## src/adcb_pkg.sv

```systemverilog
package adcb_pkg;
   // Register offsets on the serial configuration port.
   localparam logic [7:0] OFF_CTRL      = 8'h00;
   localparam logic [7:0] OFF_CUST_LO   = 8'h51;
   localparam logic [7:0] OFF_CUST_HI   = 8'h52;
   localparam logic [7:0] OFF_COM_OCEN  = 8'h53;
   localparam logic [7:0] OFF_COM_GNTC  = 8'h55;
   localparam logic [7:0] OFF_COM_PAT   = 8'h62;
   localparam logic [7:0] OFF_COM_PED   = 8'h63;
   localparam logic [7:0] OFF_CHB_OCEN  = 8'h66;
   localparam logic [7:0] OFF_CHB_GNTC  = 8'h68;
   localparam logic [7:0] OFF_CHB_TRIM  = 8'h6a;
   localparam logic [7:0] OFF_CHB_PAT   = 8'h75;
   localparam logic [7:0] OFF_CHB_PED   = 8'h76;
   // Field positions.
   localparam int CTRL_INDEP_BIT = 0;
   localparam int CTRL_SWRST_BIT = 1;
   localparam int OCEN_BIT       = 6;
   localparam int GAIN_LSB       = 4;
   localparam int TC_LSB         = 0;
   // Reset value of every stored register.
   localparam logic [7:0] REG_RST = 8'h00;
   // Serial frame: eight address bits then eight data bits.
   localparam int FRAME_BITS = 16;
   localparam int ADDR_BITS  = 8;
   // Loop time constant: code 0 is 2**18 cycles, code 11 is 2**29.
   localparam int          TC_BASE_SHIFT = 18;
   localparam logic [3:0]  TC_MAX_CODE   = 4'hb;
   // Ideal mid-codes and pattern words.
   localparam logic [19:0] MID_14     = 20'h02000;
   localparam logic [19:0] MID_12     = 20'h00800;
   localparam logic [13:0] TOGGLE_14  = 14'h1555;
   localparam int          FINE_SHIFT = 13;
   typedef enum logic [2:0] {
      ADCB_PAT_NORMAL = 3'h0,
      ADCB_PAT_ZEROS  = 3'h1,
      ADCB_PAT_ONES   = 3'h2,
      ADCB_PAT_TOGGLE = 3'h3,
      ADCB_PAT_RAMP   = 3'h4,
      ADCB_PAT_CUSTOM = 3'h5
   } adcb_pat_t;
endpackage

```

## src/adcb_spi.sv

```systemverilog
`timescale 1ns/100ps
`default_nettype none
module adcb_spi (
   input  wire logic       clk,
   input  wire logic       rst_n,
   input  wire logic       sclk_pin,
   input  wire logic       sdata_pin,
   input  wire logic       sen_n_pin,
   input  wire logic       hw_reset_pin,
   input  wire logic [7:0] rd_data,
   output logic            wr_stb,
   output logic [7:0]      wr_addr,
   output logic [7:0]      wr_data,
   output logic [7:0]      rd_addr,
   output logic            hw_reset,
   output logic            sdout
);
   logic [3:0] m1_r;
   logic [3:0] m2_r;
   logic       sclk_d_r;
   logic [4:0] cnt_r;
   logic [15:0] sh_r;
   logic [7:0] out_r;
   logic       rise;

   ////////////////////////////////////////////////////////////////////////////
   // Two-flop synchronisers; only the second stage feeds logic.
   always_ff @(posedge clk or negedge rst_n) begin
      if (!rst_n) begin
         m1_r <= 4'h1;
         m2_r <= 4'h1;
      end else begin
         m1_r <= {hw_reset_pin, sdata_pin, sclk_pin, sen_n_pin};
         m2_r <= m1_r;
      end
   end

   always_ff @(posedge clk or negedge rst_n) begin
      if (!rst_n) sclk_d_r <= 1'b0;
      else sclk_d_r <= m2_r[1];
   end

   assign rise     = m2_r[1] & ~sclk_d_r & ~m2_r[0];
   assign hw_reset = m2_r[3];
   assign rd_addr  = sh_r[7:0];

   ////////////////////////////////////////////////////////////////////////////
   // Frame shifter; a frame is restarted whenever enable goes high.
   always_ff @(posedge clk or negedge rst_n) begin
      if (!rst_n) begin
         cnt_r  <= 5'h00;
         sh_r   <= 16'h0000;
         out_r  <= 8'h00;
         wr_stb <= 1'b0;
         wr_addr <= 8'h00;
         wr_data <= 8'h00;
      end else begin
         wr_stb <= 1'b0;
         if (m2_r[0]) begin
            cnt_r <= 5'h00;
         end else if (rise) begin
            sh_r  <= {sh_r[14:0], m2_r[2]};
            cnt_r <= cnt_r + 5'h01;
            out_r <= {out_r[6:0], 1'b0};
            if (cnt_r == 5'(adcb_pkg::ADDR_BITS - 1)) begin
               out_r <= 8'h00;
            end
            if (cnt_r == 5'(adcb_pkg::FRAME_BITS - 1)) begin
               wr_stb  <= 1'b1;
               wr_addr <= sh_r[14:7];
               wr_data <= {sh_r[6:0], m2_r[2]};
            end
         end else if (cnt_r == 5'(adcb_pkg::ADDR_BITS) && sclk_d_r == 1'b1
                      && out_r == 8'h00 && sh_r[15:8] == 8'h00) begin
            out_r <= out_r;
         end
         // Readback word is loaded one cycle after the address is complete.
         if (!m2_r[0] && !rise && cnt_r == 5'(adcb_pkg::ADDR_BITS) && sclk_d_r) begin
            out_r <= rd_data;
         end
      end
   end

   always_ff @(posedge clk or negedge rst_n) begin
      if (!rst_n) sdout <= 1'b0;
      else sdout <= out_r[7];
   end
endmodule
`default_nettype wire

```

## src/adcb_trim_top.sv

```systemverilog
`timescale 1ns/100ps
`default_nettype none
// Contract
// - Loop time constant code 0..11 gives 2**18 up to 2**29 clock cycles.
// - Channel B time constant, pattern, pedestal apply only in independent mode.
// - Fine trim is additive, 128 steps, gain factor 1 + trim/8192.
// - Total gain is coarse gain plus fine trim increment.
// - Pattern 000 passes data, 001 all zeros, 010 all ones.
// - Pattern 011 alternates 0101... and its complement each sample clock.
// - Pattern 100 on 14-bit ramps by one every clock, 0 to 16383.
// - Pattern 100 on 12-bit ramps by one every fourth clock, 0 to 4095.
// - Pattern 101 outputs the custom word from the two custom registers.
// - Enabled loop converges output to mid-code plus pedestal.
// - Pedestal is 6-bit two's complement, +31 to -32 LSB.
// - Custom word is 14 bits: low 8 and upper 6 from two registers.
module adcb_trim_top #(
   parameter int RES = 14
) (
   input  wire logic        CORE_CLK,
   input  wire logic        RST_N,
   input  wire logic        SCLK,
   input  wire logic        SDATA,
   input  wire logic        SEN_N,
   input  wire logic        RESET,
   input  wire logic [13:0] CHB_ADC_DATA,
   output logic             SDOUT,
   output logic [13:0]      CHB_DOUT,
   output logic [3:0]       CHB_COARSE_GAIN
);
   localparam logic [13:0] DMASK = 14'((20'h1 << RES) - 20'h1);
   localparam logic [19:0] MID   = (RES == 14) ? adcb_pkg::MID_14 : adcb_pkg::MID_12;

   logic        wr_stb;
   logic [7:0]  wr_addr;
   logic [7:0]  wr_data;
   logic [7:0]  rd_addr;
   logic [7:0]  rd_data;
   logic        hw_reset;
   logic        indep_r;
   logic [7:0]  cust_lo_r, cust_hi_r, com_ocen_r, com_gntc_r, com_pat_r, com_ped_r;
   logic [7:0]  chb_ocen_r, chb_gntc_r, fine_trim_code_r, chb_pat_r, chb_ped_r;
   logic        init;

   adcb_spi u_spi (
      .clk          (CORE_CLK),
      .rst_n        (RST_N),
      .sclk_pin     (SCLK),
      .sdata_pin    (SDATA),
      .sen_n_pin    (SEN_N),
      .hw_reset_pin (RESET),
      .rd_data      (rd_data),
      .wr_stb       (wr_stb),
      .wr_addr      (wr_addr),
      .wr_data      (wr_data),
      .rd_addr      (rd_addr),
      .hw_reset     (hw_reset),
      .sdout        (SDOUT)
   );

   ////////////////////////////////////////////////////////////////////////////
   // Register bank.
   // reset pin or software reset
   assign init = hw_reset
               | (wr_stb && wr_addr == adcb_pkg::OFF_CTRL && wr_data[adcb_pkg::CTRL_SWRST_BIT]);

   always_ff @(posedge CORE_CLK or negedge RST_N) begin
      if (!RST_N) begin
         indep_r <= 1'b0;
         {cust_lo_r, cust_hi_r, com_ocen_r, com_gntc_r} <= {4{adcb_pkg::REG_RST}};
         {com_pat_r, com_ped_r, chb_ocen_r, chb_gntc_r} <= {4{adcb_pkg::REG_RST}};
         {fine_trim_code_r, chb_pat_r, chb_ped_r}       <= {3{adcb_pkg::REG_RST}};
      end else if (init) begin
         indep_r <= 1'b0;
         {cust_lo_r, cust_hi_r, com_ocen_r, com_gntc_r} <= {4{adcb_pkg::REG_RST}};
         {com_pat_r, com_ped_r, chb_ocen_r, chb_gntc_r} <= {4{adcb_pkg::REG_RST}};
         {fine_trim_code_r, chb_pat_r, chb_ped_r}       <= {3{adcb_pkg::REG_RST}};
      end else if (wr_stb) begin
         case (wr_addr)
            adcb_pkg::OFF_CTRL:     indep_r          <= wr_data[adcb_pkg::CTRL_INDEP_BIT];
            adcb_pkg::OFF_CUST_LO:  cust_lo_r        <= wr_data;
            adcb_pkg::OFF_CUST_HI:  cust_hi_r        <= {2'h0, wr_data[5:0]};
            adcb_pkg::OFF_COM_OCEN: com_ocen_r       <= wr_data & 8'h40;
            adcb_pkg::OFF_COM_GNTC: com_gntc_r       <= wr_data;
            adcb_pkg::OFF_COM_PAT:  com_pat_r        <= wr_data & 8'h07;
            adcb_pkg::OFF_COM_PED:  com_ped_r        <= wr_data & 8'h3f;
            adcb_pkg::OFF_CHB_OCEN: chb_ocen_r       <= wr_data & 8'h40;
            adcb_pkg::OFF_CHB_GNTC: chb_gntc_r       <= wr_data;
            adcb_pkg::OFF_CHB_TRIM: fine_trim_code_r <= wr_data & 8'h7f;
            adcb_pkg::OFF_CHB_PAT:  chb_pat_r        <= wr_data & 8'h07;
            adcb_pkg::OFF_CHB_PED:  chb_ped_r        <= wr_data & 8'h3f;
            default: ;
         endcase
      end
   end

   always_comb begin
      case (rd_addr)
         adcb_pkg::OFF_CTRL:     rd_data = {7'h00, indep_r};
         adcb_pkg::OFF_CUST_LO:  rd_data = cust_lo_r;
         adcb_pkg::OFF_CUST_HI:  rd_data = cust_hi_r;
         adcb_pkg::OFF_COM_OCEN: rd_data = com_ocen_r;
         adcb_pkg::OFF_COM_GNTC: rd_data = com_gntc_r;
         adcb_pkg::OFF_COM_PAT:  rd_data = com_pat_r;
         adcb_pkg::OFF_COM_PED:  rd_data = com_ped_r;
         adcb_pkg::OFF_CHB_OCEN: rd_data = chb_ocen_r;
         adcb_pkg::OFF_CHB_GNTC: rd_data = chb_gntc_r;
         adcb_pkg::OFF_CHB_TRIM: rd_data = fine_trim_code_r;
         adcb_pkg::OFF_CHB_PAT:  rd_data = chb_pat_r;
         adcb_pkg::OFF_CHB_PED:  rd_data = chb_ped_r;
         default:                rd_data = 8'h00;
      endcase
   end

   ////////////////////////////////////////////////////////////////////////////
   // Effective channel B settings.
   logic       oc_en;
   logic [3:0] tc_code;
   logic [3:0] gain_code;
   logic [2:0] pat;
   logic [5:0] ped;

   assign oc_en     = indep_r ? chb_ocen_r[adcb_pkg::OCEN_BIT] : com_ocen_r[adcb_pkg::OCEN_BIT];
   assign tc_code   = indep_r ? chb_gntc_r[adcb_pkg::TC_LSB +: 4] : com_gntc_r[adcb_pkg::TC_LSB +: 4];
   assign gain_code = indep_r ? chb_gntc_r[adcb_pkg::GAIN_LSB +: 4]
                              : com_gntc_r[adcb_pkg::GAIN_LSB +: 4];
   assign pat       = indep_r ? chb_pat_r[2:0] : com_pat_r[2:0];
   assign ped       = indep_r ? chb_ped_r[5:0] : com_ped_r[5:0];

   // coarse gain goes to the analog stage; fine trim is added digitally.
   always_ff @(posedge CORE_CLK or negedge RST_N) begin
      if (!RST_N) CHB_COARSE_GAIN <= 4'h0;
      else CHB_COARSE_GAIN <= gain_code;
   end

   ////////////////////////////////////////////////////////////////////////////
   // Gain trim and offset correction datapath.
   // Undefined codes above eleven are held at the slowest loop.
   function automatic logic signed [19:0] loop_corr(input logic signed [47:0] acc,
                                                    input logic [3:0] code);
      logic [3:0] c;
      logic signed [47:0] s;
      c = (code > adcb_pkg::TC_MAX_CODE) ? adcb_pkg::TC_MAX_CODE : code;
      s = acc >>> (adcb_pkg::TC_BASE_SHIFT + int'(c));
      return s[19:0];
   endfunction

   logic signed [47:0] acc_r;
   logic signed [19:0] s_c, g_c, c_c, target_c;
   logic signed [39:0] prod_c;
   logic [13:0]        norm_c;

   always_comb begin
      s_c    = $signed({6'h00, CHB_ADC_DATA & DMASK}) - $signed(MID);
      prod_c = s_c * $signed({13'h0000, fine_trim_code_r[6:0]});
      g_c    = s_c + prod_c[adcb_pkg::FINE_SHIFT +: 20];
      c_c    = g_c + (oc_en ? loop_corr(acc_r, tc_code) : 20'sh00000) + $signed(MID);
      if (c_c < 20'sh00000) norm_c = 14'h0000;
      else if (c_c > $signed({6'h00, DMASK})) norm_c = DMASK;
      else norm_c = c_c[13:0];
      // target is mid-code plus signed pedestal
      target_c = $signed(MID) + 20'(signed'(ped));
   end

   always_ff @(posedge CORE_CLK or negedge RST_N) begin
      if (!RST_N) acc_r <= 48'sh0;
      else if (!oc_en) acc_r <= 48'sh0;
      else acc_r <= acc_r + 48'(target_c - $signed({6'h00, norm_c}));
   end

   ////////////////////////////////////////////////////////////////////////////
   // Test pattern generators; each restarts when its mode is entered.
   logic        tog_r;
   logic [1:0]  pre_r;
   logic [13:0] ramp_r;

   always_ff @(posedge CORE_CLK or negedge RST_N) begin
      if (!RST_N) tog_r <= 1'b0;
      else tog_r <= (pat == adcb_pkg::ADCB_PAT_TOGGLE) ? ~tog_r : 1'b0;
   end

   always_ff @(posedge CORE_CLK or negedge RST_N) begin
      if (!RST_N) begin
         pre_r  <= 2'h0;
         ramp_r <= 14'h0000;
      end else if (pat != adcb_pkg::ADCB_PAT_RAMP) begin
         pre_r  <= 2'h0;
         ramp_r <= 14'h0000;
      end else begin
         pre_r <= pre_r + 2'h1;
         // step every clock or every fourth
         if (RES == 14 || pre_r == 2'h3) ramp_r <= (ramp_r + 14'h0001) & DMASK;
      end
   end

   always_ff @(posedge CORE_CLK or negedge RST_N) begin
      if (!RST_N) CHB_DOUT <= 14'h0000;
      else begin
         case (pat)
            adcb_pkg::ADCB_PAT_ZEROS:  CHB_DOUT <= 14'h0000;
            adcb_pkg::ADCB_PAT_ONES:   CHB_DOUT <= DMASK;
            adcb_pkg::ADCB_PAT_TOGGLE:
               CHB_DOUT <= (tog_r ? ~adcb_pkg::TOGGLE_14 : adcb_pkg::TOGGLE_14) & DMASK;
            adcb_pkg::ADCB_PAT_RAMP:   CHB_DOUT <= ramp_r;
            adcb_pkg::ADCB_PAT_CUSTOM: CHB_DOUT <= {cust_hi_r[5:0], cust_lo_r} & DMASK;
            default:                   CHB_DOUT <= norm_c;
         endcase
      end
   end
endmodule
`default_nettype wire

```

## config.mk

```make
export PLATFORM = sky130hd
export DESIGN_NAME = adcb_trim_top
export DESIGN_NICKNAME = d
export VERILOG_FILES = /design/src/adcb_pkg.sv /design/src/adcb_spi.sv /design/src/adcb_trim_top.sv
export SDC_FILE = /design/constraint.sdc
export NUM_CORES = 1
export LEC_CHECK = 0
export ABC_CLOCK_PERIOD_IN_PS = 15300
export BUFFER_PORTS_ARGS = -buffer_cell sky130_fd_sc_hd__buf_2
export CORE_ASPECT_RATIO = 1.1
export CORE_MARGIN = 2
export CORE_UTILIZATION = 35
export CTS_CLUSTER_DIAMETER = 80
export DETAILED_ROUTE_END_ITERATION = 12
export PLACE_DENSITY = 0.61
export SYNTH_ARGS = -nofsm -noshare
export SYNTH_HDL_FRONTEND = slang
export SYNTH_SLANG_ARGS = --single-unit
export TNS_END_PERCENT = 30
```

## constraint.sdc

```tcl
create_clock -name CORE_CLK -period 15.3 [get_ports CORE_CLK]
set_input_delay 1.53 -clock CORE_CLK [delete_from_list [all_inputs] [get_ports CORE_CLK]]
set_output_delay 1.53 -clock CORE_CLK [all_outputs]
set_load 0.005 [all_outputs]
```

==> flow_metrics.tcl <==
set metrics [dict create \
    outcome "complete, no violations" \
    postCtsSetupBuffers 0 \
    period_share_pct 92.18 \
    power_leakage_nw 10.00 \
    dieHeight_um 247.2 \
    drc_errors 0 \
    drive_gt1_share_pct 7.874 \
    yosysTopAreaCell "dfrtp_1" \
    finalSetupViolations 0 \
    clk_pin_slew_worst_paths_ps 90 \
    power_density_mw_per_mm2 57.27 \
    cts_max_level 4 \
    die_x_um 225.1 \
    die_area_sq_mm 0.05566 \
    synth-seq-area-share_pct 25.80 \
    synth_area_leaders "dfrtp_1, ha_1, fa_1" \
    worstSetupStartpointType "input pin" \
    drv_cap 0 \
    wire_per_inst_um 16.91 \
    drt_pass1_iterations 10 \
    cts_hold_buf 0 \
    fin_cells 2752 \
    synth_top_area_share_pct 25.52 \
    gp_congestion 0.8898 \
    setup_ws_ps 1196 \
    path_common_cell "fa_1" \
    syn_inst 2066 \
    avgSynthCellArea_sq_um 9.111 \
    cts.sink_count 194 \
    track_usage_pct 17.14 \
    crit_fanout 28 \
    multi_input_area_sq_mm 0.01264 \
    critPathMaxStageDelay_ps 960 \
    cts_buffers 17 \
    slew_viol_final 0 \
    yosys_warnings 0 \
    clock.fmax_ghz 0.07090 \
    synth-edff-count 0 \
    via_per_inst 5.334 \
    clk_latency_ps 460 \
    antenna_found_initial 0 \
    period_needed_ps 14100 \
    ant_nets 0 \
    timing.setup.tns_ps 0 \
    num_vias 14680 \
    synthArstFlopShare_pct 100.0 \
    routed_wl_um 46550 \
    grt_setup_unrepaired "false" \
    cpMaxStageDelayCell "xnor2_2" \
    crit_type "input pin to flip-flop" \
    rows 89 \
    clockBufferDepth 2 \
    yosys_most_used_dff "dfrtp_1" \
    hold_class "flip-flop to flip-flop" \
    worst_ir_drop_vdd_uv 73.52 \
    syn2layout_area_growth_pct 8.142 \
    pre_cts_ws_ps 777.8 \
    grt.overflow.total 0 \
    cts_tree "built" \
    first_global_vias 14870 \
    fin_skew_ps 16.20 \
    io_pins 39 \
    fillers 5352 \
    clockRootBuffer "clkbuf_16" \
    place_inst 2720 \
    layout_commonest_cell "inv_1" \
    maxSlewHeadroom_pct 18.24 \
    core_area_sq_mm 0.05345 \
    endpoint_kind "flip-flop" \
    regArea_sq_mm 0.004857 \
    path_buf_inv 7 \
    start_util_pct 35.22 \
    synth_seq_cells 194 \
    worstPathArrival_ps 14440 \
    syn_area_sq_mm 0.01882 \
    hold_slack_ps 355.5 \
    grt_pass1_wl_um 77190 \
    ctsResizeCount 0 \
    synth_nets 2409 \
    cp_data_required_time_ps 15640 \
    hpwl_um 36380 \
    most-common-layout-cells "inv_1, ha_1, dfrtp_1, nor2_1, nand2_1" \
    port_buffers 38 \
    worstMarginPinSlew_ps 1220 \
    crit_family "compound AO/OA/AOI/OAI gates" \
    drt-initial-drc-count 1016 \
    grt_max_degree 131 \
    diodes 0 \
    final_nets 2400 \
    yosys.cell_types.count 77 \
    finalHoldViolCount 0 \
]
routing by layer:
metal | part of all wire (%) | track usage, % | wire length [um] | vias to the layer above
met3 | 3.1 | 1.557 | 1458 | 84
met5 | 0 | 0 | 0 | -
met2 | 49 | 30.24 | 23020 | 302
met1 | 45 | 22.03 | 20730 | 7274
met4 | 2.9 | 5.610 | 1336 | 0
li1 | - | - | - | 7020
synth_stat cells, types with 5 or more instances:
cell	number
xnor2_1	36
xor2_1	42
nor3_1	20
and2_1	74
o31ai_1	7
nand4_1	14
nor2_1	183
a221oi_1	6
nand2_1	136
o21bai_1	9
mux2_2	47
nor3b_1	5
a211oi_1	15
o211ai_1	6
clkbuf_1	68
nor2b_1	21
nand2b_1	19
buf_1	8
or2_2	5
fa_1	111
o21ai_0	64
a22oi_1	6
inv_1	281
a21oi_1	132
mux4_2	7
nand3_1	29
a31oi_1	16
dfrtp_1	192
or3_1	9
o22a_1	5
mux2i_1	111
a222oi_1	20
a21o_1	54
and3_1	15
ha_1	212
logic make-up (layout without fill, tap and decap cells):
group,after synthesis,count (layout),synth area share [%]
flip-flops,194,194,25.80
adder cells (fa/ha/maj),323,323,25.90
XOR/XNOR,79,79,3.716
buffers and inverters,362,366,7.358
AO/OA/AOI/OAI,392,392,13.67
multiplexers,165,165,9.551
AND/OR/NAND/NOR,551,551,14.00
final cells by class:
class                   instances  share of cell area [%]
flip-flops and latches        194                   23.86
multi-input cells            1510                   62.08
clock inverters                15                   1.082
inverters                     282                   5.200
repair buffers                 52                   1.494
well taps                     682                   4.192
clock buffers                  17                   2.090
path summary, 6_finish.rpt:
path                                  endpoint  cells past startpoint  slack (ps)           startpoint
worst max-delay path                 acc_r[47]                     46        1200      CHB_ADC_DATA[7]
worst min-delay path             u_spi.m2_r[1]                      0         360        u_spi.m1_r[1]
worst max register to register       acc_r[47]                     45        1620  fine_trim_code_r[4]
worst min register to register   u_spi.m2_r[1]                      0         360        u_spi.m1_r[1]
max in group asynchronous            acc_r[41]                      2       12560                RST_N
min in group asynchronous       u_spi.cnt_r[0]                      1        1230                RST_N
power breakdown:
group | leakage [nW] | switching, W | internal (W)
logic | 7.07 | 0.0000693 | 0.0000501
clock network | 0.311 | 0.000246 | 0.000243
registers | 2.62 | 0.0000269 | 0.000531
total | 10.0 | 0.000342 | 0.000824
state kept, by name (all words and copies together), names as in the netlist, 3 cells and up:
signal	flops
com_pat_r	3
chb_ped_r	6
cust_lo_r	8
u_spi.m2_r	4
fine_trim_code_r	7
com_gntc_r	8
com_ped_r	6
chb_pat_r	3
u_spi.sh_r	15
u_spi.cnt_r	5
cust_hi_r	6
CHB_COARSE_GAIN	4
u_spi.m1_r	4
ramp_r	14
CHB_DOUT	14
chb_gntc_r	8
u_spi.out_r	8
u_spi.wr_data	8
acc_r	48
u_spi.wr_addr	8
through the flow:
stage	instance area (sq um)	util, %	power [W]
2_1_floorplan	18820	-	0.0006391
3_3_place_gp	19710	36.87	0.0006831
3_5_place_dp	19710	36.87	0.0006865
4_1_cts	20350	38.08	0.001176
5_1_grt	20360	38.09	0.001211
6_report	20360	38.09	0.001166
Note: power is estimated with default switching activity, not from simulation.
